[src/logic/i2c_cc_pkg.sv]
`default_nettype none
package i2c_cc_pkg;

  // register offsets
  localparam logic [7:0] ADDR_FWD_FILT = 8'h17;
  localparam logic [7:0] ADDR_HIGH     = 8'h18;
  localparam logic [7:0] ADDR_LOW      = 8'h19;

  // reset values
  localparam logic [7:0] RST_FWD_FILT  = 8'h1E;
  localparam logic [7:0] RST_HIGH      = 8'h7F;
  localparam logic [7:0] RST_LOW       = 8'h7F;

  // field positions in the forward and filter register
  localparam int FWD_ALL_BIT = 7;
  localparam int HOLD_MSB    = 6;
  localparam int HOLD_LSB    = 4;
  localparam int FILT_MSB    = 3;
  localparam int FILT_LSB    = 0;

  // timing, in picoseconds; PHASE_EXTRA in oscillator units
  localparam int CLK_PERIOD_PS = 50000;
  localparam int HOLD_UNIT_PS  = 40000;
  localparam int FILT_UNIT_PS  = 5000;
  localparam int OSC_UNIT_PS   = 40000;
  localparam int PHASE_EXTRA   = 5;

  // counter widths and sda delay line length
  localparam int PH_W   = 9;
  localparam int FILT_W = 2;
  localparam int DLY_N  = 8;

  typedef enum logic [2:0] {
    CTL_IDLE = 3'b001,
    CTL_LOW  = 3'b010,
    CTL_HIGH = 3'b100
  } ctl_e;

  typedef enum logic [1:0] {
    TGT_IDLE  = 2'b01,
    TGT_SETUP = 2'b10
  } tgt_e;

  // phase length: (count + extra) oscillator units, rounded up to clock cycles
  function automatic logic [PH_W-1:0] phase_cycles(input logic [7:0] cnt);
    int ps;
    ps = (int'(cnt) + PHASE_EXTRA) * OSC_UNIT_PS;
    return PH_W'((ps + CLK_PERIOD_PS - 1) / CLK_PERIOD_PS);
  endfunction

  // sda hold delay in clock cycles, rounded up
  function automatic logic [2:0] hold_cycles(input logic [2:0] f);
    int ps;
    ps = int'(f) * HOLD_UNIT_PS;
    return 3'((ps + CLK_PERIOD_PS - 1) / CLK_PERIOD_PS);
  endfunction

  // glitch width to reject, in clock cycles, rounded up
  function automatic logic [FILT_W-1:0] filt_cycles(input logic [3:0] f);
    int ps;
    ps = int'(f) * FILT_UNIT_PS;
    return FILT_W'((ps + CLK_PERIOD_PS - 1) / CLK_PERIOD_PS);
  endfunction

endpackage
`default_nettype wire

[src/logic/glitch_filter.sv]
`timescale 1ns/1ps
`default_nettype none
module glitch_filter (
  input  wire logic                           clk,
  input  wire logic                           srst,
  input  wire logic                           din,
  input  wire logic [i2c_cc_pkg::FILT_W-1:0]  depth,
  input  wire logic                           reload,
  output logic                                dout
);
  import i2c_cc_pkg::*;

  typedef struct packed {
    logic              dout;
    logic [FILT_W-1:0] cnt;
  } st_s;

  st_s r;
  st_s n;

  always_comb begin
    n = r;
    if (reload || (din == r.dout)) begin
      n.cnt = '0;
    end else if (r.cnt >= depth) begin
      n.dout = din;
      n.cnt  = '0;
    end else begin
      n.cnt = r.cnt + FILT_W'(1);
    end
  end

  always_ff @(posedge clk) begin
    if (srst) begin
      r <= '{dout: 1'b1, cnt: '0};
    end else begin
      r <= n;
    end
  end

  assign dout = r.dout;
endmodule
`default_nettype wire

[src/logic/i2c_cc_timing.sv]
`timescale 1ns/1ps
`default_nettype none
// Function
// forward-all set: forward every access whose target differs from own ID
// forward-all clear: forward only remote deserializer or remote target IDs
// forward-all kept per port; accesses reach port 1 copy when selected
// sda input delayed by hold field times 40 ns; field resets to 1
// scl and sda glitches up to filter field times 5 ns rejected; reset 14
// as controller, scl high for high-time count in 40 ns units; reset 127
// as controller, scl low for low-time count in 40 ns units; reset 127
// each scl phase lasts programmed count plus five extra units
// as target, scl held low for low-time after data presented, then released
// reset counts give at least 5 us per phase even with fast oscillator
// hold, filter and phase timing restart when its field is written
module i2c_cc_timing (
  input  wire logic        CLK_SYS,
  input  wire logic        SRST,
  input  wire logic [7:0]  REG_ADDR,
  input  wire logic        REG_WR,
  input  wire logic [7:0]  REG_WDATA,
  input  wire logic        REG_RD,
  output logic      [7:0]  REG_RDATA,
  input  wire logic        SECOND_PORT_SELECT,
  input  wire logic        SCL_PIN,
  input  wire logic        SDA_PIN,
  output logic             SCL_FILT,
  output logic             SDA_FILT,
  input  wire logic        CTRL_ENABLE,
  input  wire logic        TGT_DATA_READY,
  output logic             SCL_OE,
  output logic             SCL_PHASE_HIGH,
  output logic             SETUP_DONE,
  input  wire logic        ACC_VALID,
  input  wire logic        ACC_PORT,
  input  wire logic [6:0]  ACC_TARGET_ID,
  input  wire logic [6:0]  OWN_ID,
  input  wire logic [6:0]  REMOTE_DESER_ID,
  input  wire logic [6:0]  REMOTE_TARGET_ID,
  output logic             FWD_VALID,
  output logic             FWD_PASS
);
  import i2c_cc_pkg::*;

  typedef struct packed {
    logic             fwd_all0;
    logic             fwd_all1;
    logic [2:0]       hold;
    logic [3:0]       filt;
    logic [7:0]       high;
    logic [7:0]       low;
    logic [7:0]       rdata;
    logic             fwd_valid;
    logic             fwd_pass;
    ctl_e             ctl;
    tgt_e             tgt;
    logic             scl_oe;
    logic             scl_high;
    logic             setup_done;
    logic [DLY_N-1:0] sda_dly;
    logic             sda_held;
    logic             scl_held;
    logic             scl_s1;
    logic             scl_s2;
    logic             sda_s1;
    logic             sda_s2;
  } st_s;

  st_s r;
  st_s n;

  logic [1:0]      pin_sync;
  logic [1:0]      pin_filt;
  logic            filt_reload;
  logic            wr_ff;
  logic            wr_high;
  logic            wr_low;
  logic            ctl_start;
  logic [PH_W-1:0] ctl_len;
  logic            ctl_done;
  logic            tgt_start;
  logic            tgt_done;
  logic            sel_all;
  logic [2:0]      hcyc;

  // address decode, one strobe per mapped register
  assign wr_ff       = REG_WR && (REG_ADDR == ADDR_FWD_FILT);
  assign wr_high     = REG_WR && (REG_ADDR == ADDR_HIGH);
  assign wr_low      = REG_WR && (REG_ADDR == ADDR_LOW);
  assign filt_reload = wr_ff;
  assign pin_sync    = {r.sda_s2, r.scl_s2};

  // one glitch filter per pin: scl at index 0, sda at index 1
  genvar gi;
  generate
    for (gi = 0; gi < 2; gi++) begin : g_filt
      glitch_filter u_filt (
        .clk    (CLK_SYS),
        .srst   (SRST),
        .din    (pin_sync[gi]),
        .depth  (filt_cycles(r.filt)),
        .reload (filt_reload),
        .dout   (pin_filt[gi])
      );
    end
  endgenerate

  // controller phase timer, restarted at every phase edge
  phase_timer u_ctl_timer (
    .clk    (CLK_SYS),
    .srst   (SRST),
    .start  (ctl_start),
    .length (ctl_len),
    .busy   (),
    .done   (ctl_done)
  );

  // target setup timer; its length follows the low-time field
  phase_timer u_tgt_timer (
    .clk    (CLK_SYS),
    .srst   (SRST),
    .start  (tgt_start),
    .length (phase_cycles(n.low)),
    .busy   (),
    .done   (tgt_done)
  );

  always_comb begin
    n            = r;
    ctl_start    = 1'b0;
    tgt_start    = 1'b0;
    ctl_len      = '0;
    sel_all      = 1'b0;
    hcyc         = 3'h0;
    n.fwd_valid  = 1'b0;
    n.setup_done = 1'b0;

    // pin synchronisers
    n.scl_s1 = SCL_PIN;
    n.scl_s2 = r.scl_s1;
    n.sda_s1 = SDA_PIN;
    n.sda_s2 = r.sda_s1;

    // register writes
    if (wr_ff) begin
      if (SECOND_PORT_SELECT) begin
        n.fwd_all1 = REG_WDATA[FWD_ALL_BIT];
      end else begin
        n.fwd_all0 = REG_WDATA[FWD_ALL_BIT];
      end
      n.hold = REG_WDATA[HOLD_MSB:HOLD_LSB];
      n.filt = REG_WDATA[FILT_MSB:FILT_LSB];
    end
    if (wr_high) begin
      n.high = REG_WDATA;
    end
    if (wr_low) begin
      n.low = REG_WDATA;
    end

    // register reads
    if (REG_RD) begin
      case (REG_ADDR)
        ADDR_FWD_FILT: begin
          n.rdata = {(SECOND_PORT_SELECT ? r.fwd_all1 : r.fwd_all0), r.hold, r.filt};
        end
        ADDR_HIGH: begin
          n.rdata = r.high;
        end
        ADDR_LOW: begin
          n.rdata = r.low;
        end
        default: begin
          n.rdata = 8'h00;
        end
      endcase
    end

    // forwarding decision
    if (ACC_VALID) begin
      sel_all     = ACC_PORT ? r.fwd_all1 : r.fwd_all0;
      n.fwd_valid = 1'b1;
      // own id is never forwarded, even with forward-all set
      if (ACC_TARGET_ID == OWN_ID) begin
        n.fwd_pass = 1'b0;
      end else if (sel_all) begin
        n.fwd_pass = 1'b1;
      end else begin
        n.fwd_pass = (ACC_TARGET_ID == REMOTE_DESER_ID) ||
                     (ACC_TARGET_ID == REMOTE_TARGET_ID);
      end
    end

    // scl takes one register stage too, so only the hold field separates the two
    n.scl_held = pin_filt[0];

    // sda hold delay after filtering
    hcyc      = hold_cycles(r.hold);
    n.sda_dly = {r.sda_dly[DLY_N-2:0], pin_filt[1]};
    if (wr_ff) begin
      n.sda_dly = {DLY_N{pin_filt[1]}};
    end
    if (hcyc == 3'h0) begin
      n.sda_held = pin_filt[1];
    end else begin
      n.sda_held = r.sda_dly[hcyc - 3'h1];
    end

    // controller scl phases
    case (r.ctl)
      CTL_IDLE: begin
        if (CTRL_ENABLE) begin
          n.ctl     = CTL_LOW;
          ctl_start = 1'b1;
        end
      end
      CTL_LOW: begin
        if (wr_low) begin
          ctl_start = 1'b1;
        end else if (ctl_done) begin
          n.ctl     = CTL_HIGH;
          ctl_start = 1'b1;
        end
      end
      CTL_HIGH: begin
        if (wr_high) begin
          ctl_start = 1'b1;
        end else if (ctl_done) begin
          if (CTRL_ENABLE) begin
            n.ctl     = CTL_LOW;
            ctl_start = 1'b1;
          end else begin
            n.ctl = CTL_IDLE;
          end
        end
      end
      default: begin
        n.ctl = CTL_IDLE;
      end
    endcase
    if (n.ctl == CTL_HIGH) begin
      ctl_len = phase_cycles(n.high);
    end else begin
      ctl_len = phase_cycles(n.low);
    end

    // target setup before releasing stretched scl
    case (r.tgt)
      TGT_IDLE: begin
        if (TGT_DATA_READY) begin
          n.tgt     = TGT_SETUP;
          tgt_start = 1'b1;
        end
      end
      TGT_SETUP: begin
        if (wr_low) begin
          tgt_start = 1'b1;
        end else if (tgt_done) begin
          n.tgt        = TGT_IDLE;
          n.setup_done = 1'b1;
        end
      end
      default: begin
        n.tgt = TGT_IDLE;
      end
    endcase

    n.scl_oe   = (n.ctl == CTL_LOW) || (n.tgt == TGT_SETUP);
    n.scl_high = (n.ctl == CTL_HIGH);
  end

  always_ff @(posedge CLK_SYS) begin
    if (SRST) begin
      r          <= '0;
      r.fwd_all0 <= RST_FWD_FILT[FWD_ALL_BIT];
      r.fwd_all1 <= RST_FWD_FILT[FWD_ALL_BIT];
      r.hold     <= RST_FWD_FILT[HOLD_MSB:HOLD_LSB];
      r.filt     <= RST_FWD_FILT[FILT_MSB:FILT_LSB];
      r.high     <= RST_HIGH;
      r.low      <= RST_LOW;
      r.ctl      <= CTL_IDLE;
      r.tgt      <= TGT_IDLE;
      // pins idle high, so filters and delay line start released
      r.scl_held <= 1'b1;
      r.sda_dly  <= '1;
      r.sda_held <= 1'b1;
      r.scl_s1   <= 1'b1;
      r.scl_s2   <= 1'b1;
      r.sda_s1   <= 1'b1;
      r.sda_s2   <= 1'b1;
    end else begin
      r <= n;
    end
  end

  assign REG_RDATA      = r.rdata;
  assign SCL_FILT       = r.scl_held;
  assign SDA_FILT       = r.sda_held;
  assign SCL_OE         = r.scl_oe;
  assign SCL_PHASE_HIGH = r.scl_high;
  assign SETUP_DONE     = r.setup_done;
  assign FWD_VALID      = r.fwd_valid;
  assign FWD_PASS       = r.fwd_pass;
endmodule
`default_nettype wire

[src/logic/phase_timer.sv]
`timescale 1ns/1ps
`default_nettype none
module phase_timer (
  input  wire logic                         clk,
  input  wire logic                         srst,
  input  wire logic                         start,
  input  wire logic [i2c_cc_pkg::PH_W-1:0]  length,
  output logic                              busy,
  output logic                              done
);
  import i2c_cc_pkg::*;

  typedef struct packed {
    logic [PH_W-1:0] cnt;
    logic            busy;
    logic            done;
  } st_s;

  st_s r;
  st_s n;

  always_comb begin
    n      = r;
    n.done = 1'b0;
    if (start) begin
      n.cnt  = length - PH_W'(1);
      n.busy = 1'b1;
    end else if (r.busy) begin
      if (r.cnt == '0) begin
        n.busy = 1'b0;
        n.done = 1'b1;
      end else begin
        n.cnt = r.cnt - PH_W'(1);
      end
    end
  end

  always_ff @(posedge clk) begin
    if (srst) begin
      r <= '0;
    end else begin
      r <= n;
    end
  end

  assign busy = r.busy;
  assign done = r.done;
endmodule
`default_nettype wire

[config.mk]
export PLATFORM = sky130hd
export DESIGN_NAME = i2c_cc_timing
export DESIGN_NICKNAME = d
export VERILOG_FILES = /design/src/logic/i2c_cc_pkg.sv /design/src/logic/glitch_filter.sv /design/src/logic/i2c_cc_timing.sv /design/src/logic/phase_timer.sv
export SDC_FILE = /design/constraint.sdc
export NUM_CORES = 1
export LEC_CHECK = 0
export ABC_AREA = 1
export BUFFER_PORTS_ARGS = -buffer_cell sky130_fd_sc_hd__buf_2
export CORE_ASPECT_RATIO = 1.75
export CORE_MARGIN = 2
export CORE_UTILIZATION = 60
export DETAILED_ROUTE_END_ITERATION = 6
export GPL_TIMING_DRIVEN = 1
export PLACE_DENSITY_LB_ADDON = 0.3
export RECOVER_POWER = 25
export SYNTH_ARGS = -nofsm -noshare
export SYNTH_HDL_FRONTEND = slang
export SYNTH_HIERARCHICAL = 1
export SYNTH_SLANG_ARGS = --single-unit
[constraint.sdc]
create_clock -name CLK_SYS -period 41.5 [get_ports CLK_SYS]
set_clock_uncertainty 0.1 [all_clocks]
set_input_delay 0 -clock CLK_SYS [delete_from_list [all_inputs] [get_ports CLK_SYS]]
set_output_delay 0 -clock CLK_SYS [all_outputs]
set_load 0.02 [all_outputs]
==> results.md <==
* Number of diodes at 0
* Final setup violation count at 0
* Share of cells above drive strength 1 at 14.8%
* CP Launch Type: input pin
* CTS Buffer Depth at 2
* Area of the multi-input gates at 19,700 um^2
* Top-count cell post-synth: nand2_1
* Die height at ~270 um
* Core area at just over 40,000 um^2
* IO buf count at 69
* Die ar. at 42,800 um^2
* Initial core utilization at between 60% and 70%
* Slowest stage delay, CP at ~0.54 ns
* Grt total ovfl at 0
* Clock root buffer: clkbuf_16
* HP Class: in2reg
* Run status: complete, but fails checks
* Clock sinks at 85
* Final slew viol count at 47
* Routed WL at 68,500 um
* Number of H-tree levels at 3
* Worst setup path start: REG_ADDR[2]
* Element type at the critical path end: flip-flop
* Routed wire per std cell at 14.0 um
* Seq/Total Area, Yosys at around 6.9%
* Filler Cell Count at between 4,000 and 5,000
* Maxcap violations at 1
* Mean Syn Cell Area at between 5 and 6 um^2
* Worst hold path startpoint: OWN_ID[1]
* Post-Syn Nets at 4,527
* 1st-iter DRT viols at around 1,500
* R2r startpoint: r[33]$_SDFF_PP1_
* Post-synth ARST share at 0%
* Cell Area, Synth at approximately 25,000 um^2
* Via density at roughly 5.4
* Num ports at 70
* Slew @ Worst Pin at approximately 2.3 ns
* Synth Instances at about 4,300
* Syn. warnings at 6
* CTS-repair resized insts at 0
* Critical path class: in2reg
* Routed Antenna Nets at 0
* Initial antenna violation count at 0
* Largest net degree at the start of global routing at 47
* Synth unique cells at 77
* Vias at about 27,000
* Final min period at approximately 18 ns
* Num CTS Buffers at 9
* Layout area overhead at 3.94%
* Final nets at around 4,600
* Die width at between 150 and 200 um
* Final instance area at between 20,000 and 30,000 um^2
* Yosys top cell by area: nand2_1
* CP max FO at 29
* Synth cell count leaders: nand2_1, inv_1, nand3_1
* Arr. time, crit path at approximately 18 ns
* RSZ-0062 raised after global routing: false
* Vias in the first global route at around 26,000
* Drt drc at 0
* Pre-antenna DRT Iters at 6
* Final hold violation count at 0
* Clock transition at path regs at roughly 0.070 ns
* Slowest cell on the critical path: fa_1
* Global-route wire length before repair at about 110,000 um
* Total track usage at between 30% and 40%
* Prevailing post-synth register cell: dfxtp_1
* Sum Neg Setup Slack at 0 ns
* Reg area at ~1700 um^2
* CTS tree: yes
* Synth area leaders: nand2_1, inv_1, nand3_1, ha_1, dfxtp_1
* Synth Register Bits at 85
* WP data required at between 40 and 50 ns
* EDFF count, synth at 0
* Period utilisation layout at approximately 44%
* Post-synth top area share at about a fifth
* Final GP Congestion at ~1.1
* Relative slew slack at -51.0%
* Placed Area at approximately 25,000 um^2
* Clock latency on the worst-skew pair at about 0.36 ns
* Post-detail-place hpwl at between 50,000 and 60,000 um
* Fmax at 54.7 MHz
* Violated checks: max-capacitance violations, max-slew violations
* Row cnt at 98
* CP dominant cell by count: nand2_1
-- per-stage QoR --
step	util (%)	cells	hold WS (ns)	worst slack, ns
after floorplan	-	4294	-0.0376	27.08
after global placement	61.9	4861	0.0817	23.26
after detailed placement	61.9	4861	0.0874	23.12
after CTS	63.1	4894	0.0352	23.45
after global routing	63.0	4894	0.0867	21.52
final	63.0	4894	0.0452	23.21
-- registers in the layout (all words and copies together), names as in the netlist, 2 cells and up --
| name | flops |
|---|---|
| n | 2 |
| g_filt.u_filt/dout | 2 |
| u_tgt_timer/r | 9 |
| r | 38 |
| g_filt.u_filt/r | 4 |
| pin_sync | 2 |
| u_ctl_timer/r | 9 |
| REG_RDATA | 8 |
-- critical path, delay by kind of cell --
family	cells	cell delay, ns
AO/OA/AOI/OAI	4	1.07
adder cells (fa/ha/maj)	8	2.91
AND/OR/NAND/NOR	88	11.99
buffers and inverters	18	2.10
XOR/XNOR	1	0.22
-- area by class of cell --
class,instances,share of cell area [%]
clock buffer,10,0.893
clock inverter,6,0.302
inverter,709,10.5
multi-input combinational,3443,77.0
sequential,85,6.63
tap,550,2.68
timing repair buffer,91,2.07
-- routing by layer --
| layer | up-vias | share of wire, % | global-route usage (%) |
|---|---|---|---|
| li1 | 13600 | - | - |
| met1 | 12000 | 37 | 32.0 |
| met2 | 639 | 53 | 62.3 |
| met3 | 294 | 2.9 | 2.90 |
| met4 | 0 | 6.1 | 18.9 |
| met5 | - | 0 | 0 |
-- layout by cell type, fill, tap and decap left out, types with 8 or more instances in the layout --
cell type,instances
nand2_4,84
a21oi_2,10
inv_2,52
xnor2_1,44
o21ai_1,13
clkinv_1,11
nand3_4,15
nand3b_1,20
o21ai_0,125
nand2_2,206
nand3_1,423
o22ai_1,12
nor3_1,24
nand2_1,1312
o21ai_2,8
inv_1,640
nand3_2,56
nor2_2,47
nor2_4,34
clkbuf_1,17
buf_2,54
dlygate4sd3_1,17
or2_2,19
a31oi_1,9
nor2_1,357
clkbuf_16,9
and2_1,8
nand4_1,78
a21oi_1,116
fa_1,32
xor2_1,144
o211ai_1,17
dfxtp_1,85
ha_1,146
-- cell families after synthesis --
kind of cell             share of synthesized area, %
AO/OA/AOI/OAI                                    9.09
flip-flops                                       6.89
buffers and inverters                            13.1
adder cells (fa/ha/maj)                          10.0
AND/OR/NAND/NOR                                  54.1
XOR/XNOR                                         6.80
-- worst paths after layout --
check                             endpoint  slack, ns  depth (start not counted)
max          u_ctl_timer/r[8]$_SDFFE_PP0P_      23.21                        119
min                  FWD_PASS$_SDFFE_PP0P_       0.05                          5
max reg2reg  u_ctl_timer/r[8]$_SDFFE_PP0P_      23.48                        113
min reg2reg         pin_sync[0]$_SDFF_PP1_       0.31                          1
-- repair_timing --
item | CTS | global route
setup buffers | 0 | 0
endpoints found under the setup margin | 0 | 0
hold endpoints to repair | 27 | 0
hold buffers | 17 | 0
Power is left out: the tool's default activity adds up to more than one toggle a clock period on the data nets, which glitch-free logic cannot reach.
